--- src/hdl/sspc_pkg.sv ---
// package with register map, field positions and timing constants of the packet controller
// Contract
// - ignore bit set: reception always on, no end-of-packet
// - ignore bit clear: enable pin qualifies reception
// - receive irq enable raises irq on buffer full
// - transmit irq enable raises irq on buffer empty
// - clock source: divider when 0, receive clock when 1
// - receive edge: 1 rising, 0 falling
// - transmit edge: 1 rising, 0 falling
// - full flag set on byte received, software clears
// - two-bit line mode selects framed/spi/usart/uart behaviour
// - enable pin falling edge sets end-of-packet flag
// - empty flag set on shift load, cleared on write
// - header match cleared only by writing zero
// - long header select: 32 bits else 16
package sspc_pkg;
  // word indices on the register bus (byte address divided by four)
  localparam logic [7:0] ADDR_MAIN = 8'hc0 >> 0;
  localparam int IDX_MAIN = 'hc0;
  localparam int IDX_STATUS = 'hc1;
  localparam int IDX_HDRCTL = 'hc2;
  localparam int IDX_HDR = 'hc3;
  localparam int IDX_DATA = 'hc4;
  localparam int IDX_BAUD = 'hc5;
  localparam int IDX_IRQ_STAT = 'hc6;
  localparam int IDX_IRQ_EN = 'hc7;
  localparam int IDX_IRQ_CLR = 'hc8;
  localparam int ADDR_W = 12;
  // main control field positions
  localparam int B_IFEN = 0;
  localparam int B_TXED = 1;
  localparam int B_RXED = 2;
  localparam int B_TXCLK = 3;
  localparam int B_TXIE = 4;
  localparam int B_RXIE = 5;
  // status field positions
  localparam int B_MODE0 = 0;
  localparam int B_RXOFF = 2;
  localparam int B_EOP = 3;
  localparam int B_TXHEN = 4;
  localparam int B_RXHEN = 5;
  localparam int B_TXEMPTY = 6;
  localparam int B_RXFULL = 7;
  // header control field positions
  localparam int B_TXLOAD = 0;
  localparam int B_RXMATCH = 1;
  localparam int B_LONG_HEADER_SELECT = 2;
  localparam int B_TXHIE = 3;
  localparam int B_RXHIE = 4;
  localparam int B_EOPIE = 5;
  localparam int B_TXCLR = 6;
  localparam int B_RXCLR = 7;
  // interrupt event bit positions
  localparam int E_RX = 0;
  localparam int E_TX = 1;
  localparam int E_EOP = 2;
  localparam int E_RXH = 3;
  localparam int E_TXH = 4;
  localparam int N_EV = 5;
  // reset values
  localparam logic [7:0] RST_MAIN = 8'h00;
  localparam logic [7:0] RST_BYTE = 8'h00;
  // line modes
  typedef enum logic [1:0] {
    MODE_FRAMED = 2'h0,
    MODE_SPI = 2'h1,
    MODE_USART = 2'h2,
    MODE_UART = 2'h3
  } sspc_mode_t;
  // baud divider: toggles every (div+1) steps... prescale of four system clocks per step
  localparam int BAUD_PRESCALE = 4;
  localparam int BYTE_BITS = 8;
endpackage

--- src/hdl/sspc_ctrl.sv ---
// packet controller: register slave, transmit and receive shifters, events
`timescale 1ns/1ps
module sspc_ctrl
  import sspc_pkg::*;
(
  // clock and reset
  input wire logic ref_clk,
  input wire logic reset_n,
  // avalon-mm slave
  input wire logic [ADDR_W-1:0] avs_address,
  input wire logic avs_read,
  input wire logic avs_write,
  input wire logic [31:0] avs_writedata,
  output logic [31:0] avs_readdata,
  output logic avs_waitrequest,
  // interrupt
  output logic irq,
  // transmit pins
  output logic xmit_clock,
  output logic xmit_enable,
  output logic xmit_data,
  output logic xmit_clock_oe_n,
  output logic xmit_enable_oe_n,
  // receive pins
  input wire logic recv_clock,
  input wire logic recv_data,
  input wire logic recv_enable_pin
);

  // decoded word index
  logic [ADDR_W-3:0] idx;
  assign idx = avs_address[ADDR_W-1:2];

  // registers
  logic [7:0] main_r, main_nxt;
  logic [1:0] mode_r, mode_nxt;
  logic rxoff_r, rxoff_nxt, eop_r, eop_nxt;
  logic txhen_r, txhen_nxt, rxhen_r, rxhen_nxt;
  logic txempty_r, txempty_nxt, rxfull_r, rxfull_nxt;
  logic long_header_select_r, long_header_select_nxt, rxmatch_r, rxmatch_nxt, txload_r, txload_nxt;
  logic [2:0] hie_r, hie_nxt; // eop, rxh, txh enables
  logic [7:0] hdr_r, hdr_nxt, txbuf_r, txbuf_nxt, rxbuf_r, rxbuf_nxt, baud_r, baud_nxt;
  logic [N_EV-1:0] ist_r, ist_nxt, ien_r, ien_nxt;
  logic ack_r, ack_nxt;
  logic [31:0] rdata_r, rdata_nxt;
  // datapath
  logic [7:0] txsh_r, txsh_nxt, rxsh_r, rxsh_nxt;
  logic [3:0] txcnt_r, txcnt_nxt, rxcnt_r, rxcnt_nxt;
  logic [1:0] txhb_r, txhb_nxt, rxhb_r, rxhb_nxt; // header byte counters
  logic txbusy_r, txbusy_nxt, txfull_r, txfull_nxt;
  logic rxhok_r, rxhok_nxt;
  logic [9:0] bdiv_r, bdiv_nxt;
  logic gclk_r, gclk_nxt;
  logic rc_q_r, re_q_r, gclk_q_r;
  logic rx_rose_q; // full flag rose at the last edge

  // one-cycle answer: waitrequest low in the cycle after the request
  assign avs_waitrequest = (avs_read | avs_write) & ~ack_r;
  assign avs_readdata = rdata_r;
  // writes land at the edge that ends the transfer, never while waitrequest stands high
  wire wr = avs_write & ack_r;
  wire rd = avs_read & ~ack_r;
  wire [7:0] wd = avs_writedata[7:0];

  // interface enable and reception qualification
  wire en = main_r[B_IFEN];
  wire rx_qual = rxoff_r | recv_enable_pin;

  // transmit clock source and edges
  wire tclk = main_r[B_TXCLK] ? recv_clock : gclk_r;
  wire tprev = main_r[B_TXCLK] ? rc_q_r : gclk_q_r;
  wire t_edge = main_r[B_TXED] ? (tclk & ~tprev) : (~tclk & tprev);
  wire r_edge = main_r[B_RXED] ? (recv_clock & ~rc_q_r) : (~recv_clock & rc_q_r);
  wire eop_ev = en & ~rxoff_r & re_q_r & ~recv_enable_pin;

  // header byte expected or sent at position n
  function automatic logic [7:0] hdr_byte(input logic [7:0] h, input logic [1:0] n);
    hdr_byte = n[0] ? ~h : h;
  endfunction

  // next-state for registers and datapath
  always_comb begin
    logic rx_done, tx_load, rxh_ev, txh_ev;
    logic [7:0] rbyte;
    rx_done = 1'b0;
    tx_load = 1'b0;
    rxh_ev = 1'b0;
    txh_ev = 1'b0;
    rbyte = {recv_data, rxsh_r[7:1]};
    main_nxt = main_r;
    mode_nxt = mode_r;
    rxoff_nxt = rxoff_r;
    eop_nxt = eop_r;
    txhen_nxt = txhen_r;
    rxhen_nxt = rxhen_r;
    txempty_nxt = txempty_r;
    rxfull_nxt = rxfull_r;
    long_header_select_nxt = long_header_select_r;
    rxmatch_nxt = rxmatch_r;
    txload_nxt = txload_r;
    hie_nxt = hie_r;
    hdr_nxt = hdr_r;
    txbuf_nxt = txbuf_r;
    rxbuf_nxt = rxbuf_r;
    baud_nxt = baud_r;
    ien_nxt = ien_r;
    ist_nxt = ist_r;
    ack_nxt = (avs_read | avs_write) & ~ack_r;
    rdata_nxt = rdata_r;
    txsh_nxt = txsh_r;
    rxsh_nxt = rxsh_r;
    txcnt_nxt = txcnt_r;
    rxcnt_nxt = rxcnt_r;
    txhb_nxt = txhb_r;
    rxhb_nxt = rxhb_r;
    txbusy_nxt = txbusy_r;
    txfull_nxt = txfull_r;
    rxhok_nxt = rxhok_r;
    gclk_nxt = gclk_r;
    bdiv_nxt = bdiv_r;
    // baud divider: half period of BAUD_PRESCALE*(div+1) clocks
    if (en && bdiv_r == 10'(BAUD_PRESCALE * (int'(baud_r) + 1) - 1)) begin
      bdiv_nxt = '0;
      gclk_nxt = ~gclk_r;
    end else if (en) begin
      bdiv_nxt = bdiv_r + 10'h001;
    end
    // software writes
    if (wr) begin
      unique case (int'(idx))
        IDX_MAIN: main_nxt = wd;
        IDX_STATUS: begin
          mode_nxt = wd[B_MODE0 +: 2];
          rxoff_nxt = wd[B_RXOFF];
          if (!wd[B_EOP]) eop_nxt = 1'b0;
          if (!wd[B_RXFULL]) rxfull_nxt = 1'b0;
          if (wd[B_TXHEN]) txhen_nxt = 1'b1;
          if (wd[B_RXHEN]) rxhen_nxt = 1'b1;
        end
        IDX_HDRCTL: begin
          long_header_select_nxt = wd[B_LONG_HEADER_SELECT];
          hie_nxt = {wd[B_EOPIE], wd[B_RXHIE], wd[B_TXHIE]};
          if (!wd[B_RXCLR]) rxmatch_nxt = 1'b0;
          if (!wd[B_TXCLR]) txload_nxt = 1'b0;
        end
        IDX_HDR: hdr_nxt = wd;
        IDX_DATA: begin
          txbuf_nxt = wd;
          txfull_nxt = 1'b1;
          txempty_nxt = 1'b0;
        end
        IDX_BAUD: baud_nxt = wd;
        IDX_IRQ_EN: ien_nxt = wd[N_EV-1:0];
        IDX_IRQ_CLR: ist_nxt = ist_r & ~wd[N_EV-1:0];
        default: ;
      endcase
    end
    // read mux, unmapped reads zero
    if (rd) begin
      unique case (int'(idx))
        IDX_MAIN: rdata_nxt = {24'h0, 2'h0, main_r[5:0]};
        IDX_STATUS: rdata_nxt = {24'h0, rxfull_r, txempty_r, rxhen_r, txhen_r, eop_r,
                                 rxoff_r, mode_r};
        IDX_HDRCTL: rdata_nxt = {24'h0, 2'h0, hie_r, long_header_select_r, rxmatch_r, txload_r};
        IDX_HDR: rdata_nxt = {24'h0, hdr_r};
        IDX_DATA: rdata_nxt = {24'h0, rxbuf_r};
        IDX_BAUD: rdata_nxt = {24'h0, baud_r};
        IDX_IRQ_STAT: rdata_nxt = {27'h0, ist_r};
        IDX_IRQ_EN: rdata_nxt = {27'h0, ien_r};
        default: rdata_nxt = 32'h0;
      endcase
    end
    // transmit shifter, lsb first, header bytes ahead of data
    if (!en) begin
      txbusy_nxt = 1'b0;
      txcnt_nxt = '0;
      txhb_nxt = '0;
    end else if (t_edge) begin
      if (txbusy_r && txcnt_r != 4'(BYTE_BITS - 1)) begin
        txsh_nxt = {1'b0, txsh_r[7:1]};
        txcnt_nxt = txcnt_r + 4'h1;
      end else if (txhen_r && (txfull_r || txhb_r != 2'h0)) begin
        txsh_nxt = hdr_byte(hdr_r, txhb_r);
        txbusy_nxt = 1'b1;
        txcnt_nxt = '0;
        if (txhb_r == (long_header_select_r ? 2'h2 : 2'h0)) txh_ev = 1'b1;
        if (txhb_r == (long_header_select_r ? 2'h3 : 2'h1)) begin
          txhen_nxt = 1'b0;
          txhb_nxt = '0;
        end else begin
          txhb_nxt = txhb_r + 2'h1;
        end
      end else if (txfull_r) begin
        txsh_nxt = txbuf_r;
        txbusy_nxt = 1'b1;
        txcnt_nxt = '0;
        txfull_nxt = 1'b0;
        tx_load = 1'b1;
      end else begin
        txbusy_nxt = 1'b0;
      end
    end
    if (tx_load) txempty_nxt = 1'b1;
    if (txh_ev) txload_nxt = 1'b1;
    // receive shifter, qualified by the enable pin unless ignored
    if (!en || !rx_qual) begin
      rxcnt_nxt = '0;
      if (!en) rxhb_nxt = '0;
    end else if (r_edge) begin
      rxsh_nxt = rbyte;
      if (rxcnt_r == 4'(BYTE_BITS - 1)) begin
        rxcnt_nxt = '0;
        if (rxhen_r) begin
          rxhok_nxt = (rxhb_r == 2'h0 ? 1'b1 : rxhok_r) & (rbyte == hdr_byte(hdr_r, rxhb_r));
          if (rxhb_r == (long_header_select_r ? 2'h3 : 2'h1)) begin
            rxhen_nxt = 1'b0;
            rxhb_nxt = '0;
            rxh_ev = rxhok_nxt;
          end else begin
            rxhb_nxt = rxhb_r + 2'h1;
          end
        end else begin
          rxbuf_nxt = rbyte;
          rx_done = 1'b1;
        end
      end else begin
        rxcnt_nxt = rxcnt_r + 4'h1;
      end
    end
    // hardware sets win over software clears
    if (rx_done) rxfull_nxt = 1'b1;
    if (rxh_ev) rxmatch_nxt = 1'b1;
    if (eop_ev) eop_nxt = 1'b1;
    ist_nxt[E_RX] = ist_nxt[E_RX] | (rx_done & main_r[B_RXIE]);
    ist_nxt[E_TX] = ist_nxt[E_TX] | (tx_load & main_r[B_TXIE]);
    ist_nxt[E_EOP] = ist_nxt[E_EOP] | (eop_ev & hie_r[2]);
    ist_nxt[E_RXH] = ist_nxt[E_RXH] | (rxh_ev & hie_r[1]);
    ist_nxt[E_TXH] = ist_nxt[E_TXH] | (txh_ev & hie_r[0]);
  end

  // register everything
  always_ff @(posedge ref_clk) begin
    if (!reset_n) begin
      main_r <= RST_MAIN;
      mode_r <= MODE_FRAMED;
      {rxoff_r, eop_r, txhen_r, rxhen_r, rxfull_r} <= '0;
      txempty_r <= 1'b1;
      {long_header_select_r, rxmatch_r, txload_r} <= '0;
      hie_r <= '0;
      {hdr_r, txbuf_r, rxbuf_r, baud_r} <= {4{RST_BYTE}};
      ist_r <= '0;
      ien_r <= '0;
      ack_r <= 1'b0;
      rdata_r <= 32'h0;
      {txsh_r, rxsh_r} <= {2{RST_BYTE}};
      {txcnt_r, rxcnt_r} <= '0;
      {txhb_r, rxhb_r} <= '0;
      {txbusy_r, txfull_r, rxhok_r, gclk_r} <= '0;
      bdiv_r <= '0;
      {rc_q_r, re_q_r, gclk_q_r} <= '0;
    end else begin
      main_r <= main_nxt;
      mode_r <= mode_nxt;
      {rxoff_r, eop_r, txhen_r, rxhen_r, rxfull_r} <=
        {rxoff_nxt, eop_nxt, txhen_nxt, rxhen_nxt, rxfull_nxt};
      txempty_r <= txempty_nxt;
      {long_header_select_r, rxmatch_r, txload_r} <= {long_header_select_nxt, rxmatch_nxt, txload_nxt};
      hie_r <= hie_nxt;
      {hdr_r, txbuf_r, rxbuf_r, baud_r} <= {hdr_nxt, txbuf_nxt, rxbuf_nxt, baud_nxt};
      ist_r <= ist_nxt;
      ien_r <= ien_nxt;
      ack_r <= ack_nxt;
      rdata_r <= rdata_nxt;
      {txsh_r, rxsh_r} <= {txsh_nxt, rxsh_nxt};
      {txcnt_r, rxcnt_r} <= {txcnt_nxt, rxcnt_nxt};
      {txhb_r, rxhb_r} <= {txhb_nxt, rxhb_nxt};
      {txbusy_r, txfull_r, rxhok_r, gclk_r} <= {txbusy_nxt, txfull_nxt, rxhok_nxt, gclk_nxt};
      bdiv_r <= bdiv_nxt;
      {rc_q_r, re_q_r, gclk_q_r} <= {recv_clock, recv_enable_pin, gclk_r};
    end
  end

  // line behaviour per mode: idle data low, clock per mode
  always_comb begin
    xmit_data = txbusy_r & txsh_r[0];
    xmit_clock_oe_n = (mode_r == MODE_UART);
    xmit_enable_oe_n = (mode_r != MODE_FRAMED);
    xmit_enable = (mode_r == MODE_FRAMED) & txbusy_r;
    xmit_clock = (mode_r == MODE_SPI) ? (tclk & txbusy_r) : (tclk & en);
  end

  assign irq = |(ist_r & ien_r);

  always_ff @(posedge ref_clk) begin
    rx_rose_q <= reset_n & rxfull_nxt & ~rxfull_r;
  end
endmodule // sspc_ctrl

--- config.mk ---
export PLATFORM = sky130hd
export DESIGN_NAME = sspc_ctrl
export DESIGN_NICKNAME = d
export VERILOG_FILES = /design/src/hdl/sspc_pkg.sv /design/src/hdl/sspc_ctrl.sv
export SDC_FILE = /design/constraint.sdc
export NUM_CORES = 1
export LEC_CHECK = 0
export BUFFER_PORTS_ARGS = -buffer_cell sky130_fd_sc_hd__buf_2
export CAP_MARGIN = 20
export CORE_AREA = 2 2 106 108
export CTS_CLUSTER_DIAMETER = 80
export DETAILED_ROUTE_END_ITERATION = 7
export DIE_AREA = 0 0 108 110
export PLACE_DENSITY = 0.75
export SYNTH_ARGS = -nofsm -noshare
export SYNTH_HDL_FRONTEND = slang
export SYNTH_SLANG_ARGS = --single-unit
--- constraint.sdc ---
create_clock -name ref_clk -period 2.6 [get_ports ref_clk]
set_input_delay 0.26 -clock ref_clk [delete_from_list [all_inputs] [get_ports ref_clk]]
set_output_delay 0.26 -clock ref_clk [all_outputs]
set_load 0.02 [all_outputs]
==> run summary <==
top cells by area, synth - dfxtp_1, mux2i_1, nor2_1, xnor2_1, a21oi_1
via count - 5201
GRT Total Usage - 27.6%
Final Worst Setup Slack - 213 ps
Post-CTS Setup Bufs - 0
routed vias/inst - 5.86
relative slew slack - 48.5%
synthesized area per cell - 8.51 sq um
CTS clock-pin slew for the worst setup and hold paths - 60 ps
fin crit period - 2390 ps
fin. max-slew vios - 0
Synth Register Bits - 115
unrepaired setup endpoints after global routing - false
final hold viol count - 0
row count - 38
Worst setup SP type - flip-flop
top-count cell post-synth - dfxtp_1
fin cells - 887
Worst setup EP type - flip-flop
CTS tree - built
initial drt markers - 472
Cell variety after synth - 58
gr ovfl total - 0
met3 Track Usage GR - 7.29%
placed cells - 853
Avg WL per Cell - 17.4 um
synthesized area - 0.00597 sq mm
Post-Synthesis Cells - 702
DIE HEIGHT - 110 um
maxcap violations - 0
Syn-to-layout area delta - 14.6%
Setup WS pre-CTS - 248 ps
WP data required - 3050 ps
Max Root-Sink Buffers - 2
maximum VDD drop - 0.508 mV
fillcell total - 881
Initial Utilization - 55.8%
number of port buffers - 39
Total Neg Setup Slack - 0 ps
met2 GRT Util - 46.4%
Final #Nets - 792
Final ANT Viol Nets - 0
Hold WC Path Type - input port to flip-flop
period utilization - 91.8%
WL final - 15400 um
first-pass GRT wire length - 25000 um
Synth top cells by count - dfxtp_1, nor2_1, nand2_1
boundary pin count - 90
vias in the first global route - 4954
antenna violations before repair - 0
Crit Path Max Fanout - 12
M1 GR Usage - 34.4%
clk sinks - 115
status - finished clean
fraction of layout cells with a size suffix above 1 - 15.3%
worst-margin pin slew - 769 ps
Die X - 108 um
first drt pass iteration count - 5
CTS Buf Count - 17
ANT cells - 0
largest net degree at the start of global routing - 38
sequential fraction of the synthesis area - 38.6%
core footprint - 0.0107 sq mm
setup violators final - 0
most used routing layer - met2
Power Density - 637 mW/mm^2
clock latency on the worst-skew pair - 520 ps
H-tree depth - 4
Final Power - 4.35 mW
Final Skew - 6.60 ps
EDFF count, synth - 0
Leakage - 2.55 nW
Placer Congestion - 0.895
final core occ - 64.0%
drt drc - 0
Post-DP HPWL - 10900 um
post-synth top area cell - dfxtp_1
root buffer cell - clkbuf_8
f_max - 419 MHz
critical path class - flip-flop to flip-flop
post-synthesis async set-or-reset flop share - 0%
top cell type's share of synthesized area - 38.6%
Ys Warns - 0
Most used DFF post-synth - dfxtp_1
die area - 0.0119 sq mm
Critical Path AT - 2840 ps
-- state kept, by name, indices dropped and copies added (netlist names), 2 cells and up --
signal,count
avs_readdata,8
baud_r,8
bdiv_r,10
hdr_r,8
hie_r,3
ien_r,5
ist_r,5
main_r,6
mode_r,2
rxbuf_r,8
rxcnt_r,4
rxhb_r,2
rxsh_r,7
txbuf_r,8
txcnt_r,4
txhb_r,2
txsh_r,8
-- through the flow --
stage | hold slack (ps) | cell area, sq um
after floorplan | 382 | 6060
after global placement | 444 | 6190
after global routing | 22.3 | 6840
after detailed placement | 454 | 6190
final | 33.3 | 6840
after CTS | 22.5 | 6820
-- worst max-delay path: stages, from the launching register on --
cell	delay (ps)
dfxtp_1	340
buf_4	210
ha_2	330
nand4b_1	200
o32ai_2	160
o21ai_1	140
xnor2_1	190
nand4_1	240
or3_1	370
a21oi_1	140
-- what timing repair did --
| item | CTS | global route |
|---|---|---|
| gates resized for setup | 0 | 4 |
| endpoints found under the hold margin | 2 | 0 |
| endpoints found under the setup margin | 0 | 10 |
| hold buffers | 2 | 0 |
-- area by class of cell --
class	count	area, sq um	area share (%)
repair buffers	59	350	5.12
multi-input cells	528	3350	49.0
clock buffers	20	435	6.36
well taps	140	175	2.56
flip-flops and latches	115	2300	33.7
inverters	13	48.8	0.713
clock inverters	12	178	2.60
-- cell usage in the layout, fill, tap and decap left out, types with 13 or more instances in the layout --
cell type | synthesis | routed
a21oi_1 | 55 | 55
buf_2 | 8 | 39
buf_4 | 26 | 18
clkbuf_16 | 0 | 16
conb_1 | 1 | 24
dfxtp_1 | 115 | 115
mux2i_1 | 46 | 46
nand2_1 | 72 | 72
nand3_1 | 39 | 39
nor2_1 | 90 | 90
nor3_1 | 13 | 13
o21ai_0 | 21 | 20
xnor2_1 | 32 | 32
xor2_1 | 17 | 17
-- logic make-up (layout without fill, tap and decap cells) --
logic type	Yosys count	in the layout	synth area share [%]
simple gates	268	268	20.9
compound gates	121	121	12.3
flops	115	115	38.6
buf+inv	82	104	7.21
mux	58	58	12.0
xor+xnor	50	50	7.46
fa+ha+maj	7	7	1.47
other cells	1	24	0.0628
-- final timing paths --
path                            startpoint         to  slack [ps]  cells past startpoint
worst max register to register   baud_r[0]     gclk_r         210                      9
worst max-delay path             baud_r[0]     gclk_r         210                      9
worst min-delay path             recv_data  rxsh_r[7]          30                      3
worst min register to register   txempty_r  txempty_r         470                      1
-- report_power, final --
part	switching (mW)	internal, mW
Clock	0.832	1.59
Combinational	0.127	0.0408
Sequential	0.00256	1.77
Total	0.962	3.39
-- layer usage --
layer  wire length, um  vias up
li1                  -     2473
met2              7390      250
met1              6470     2432
met4               434        0
met3              1150       46
met5                 0        -
(Power assumes the default switching activity.)
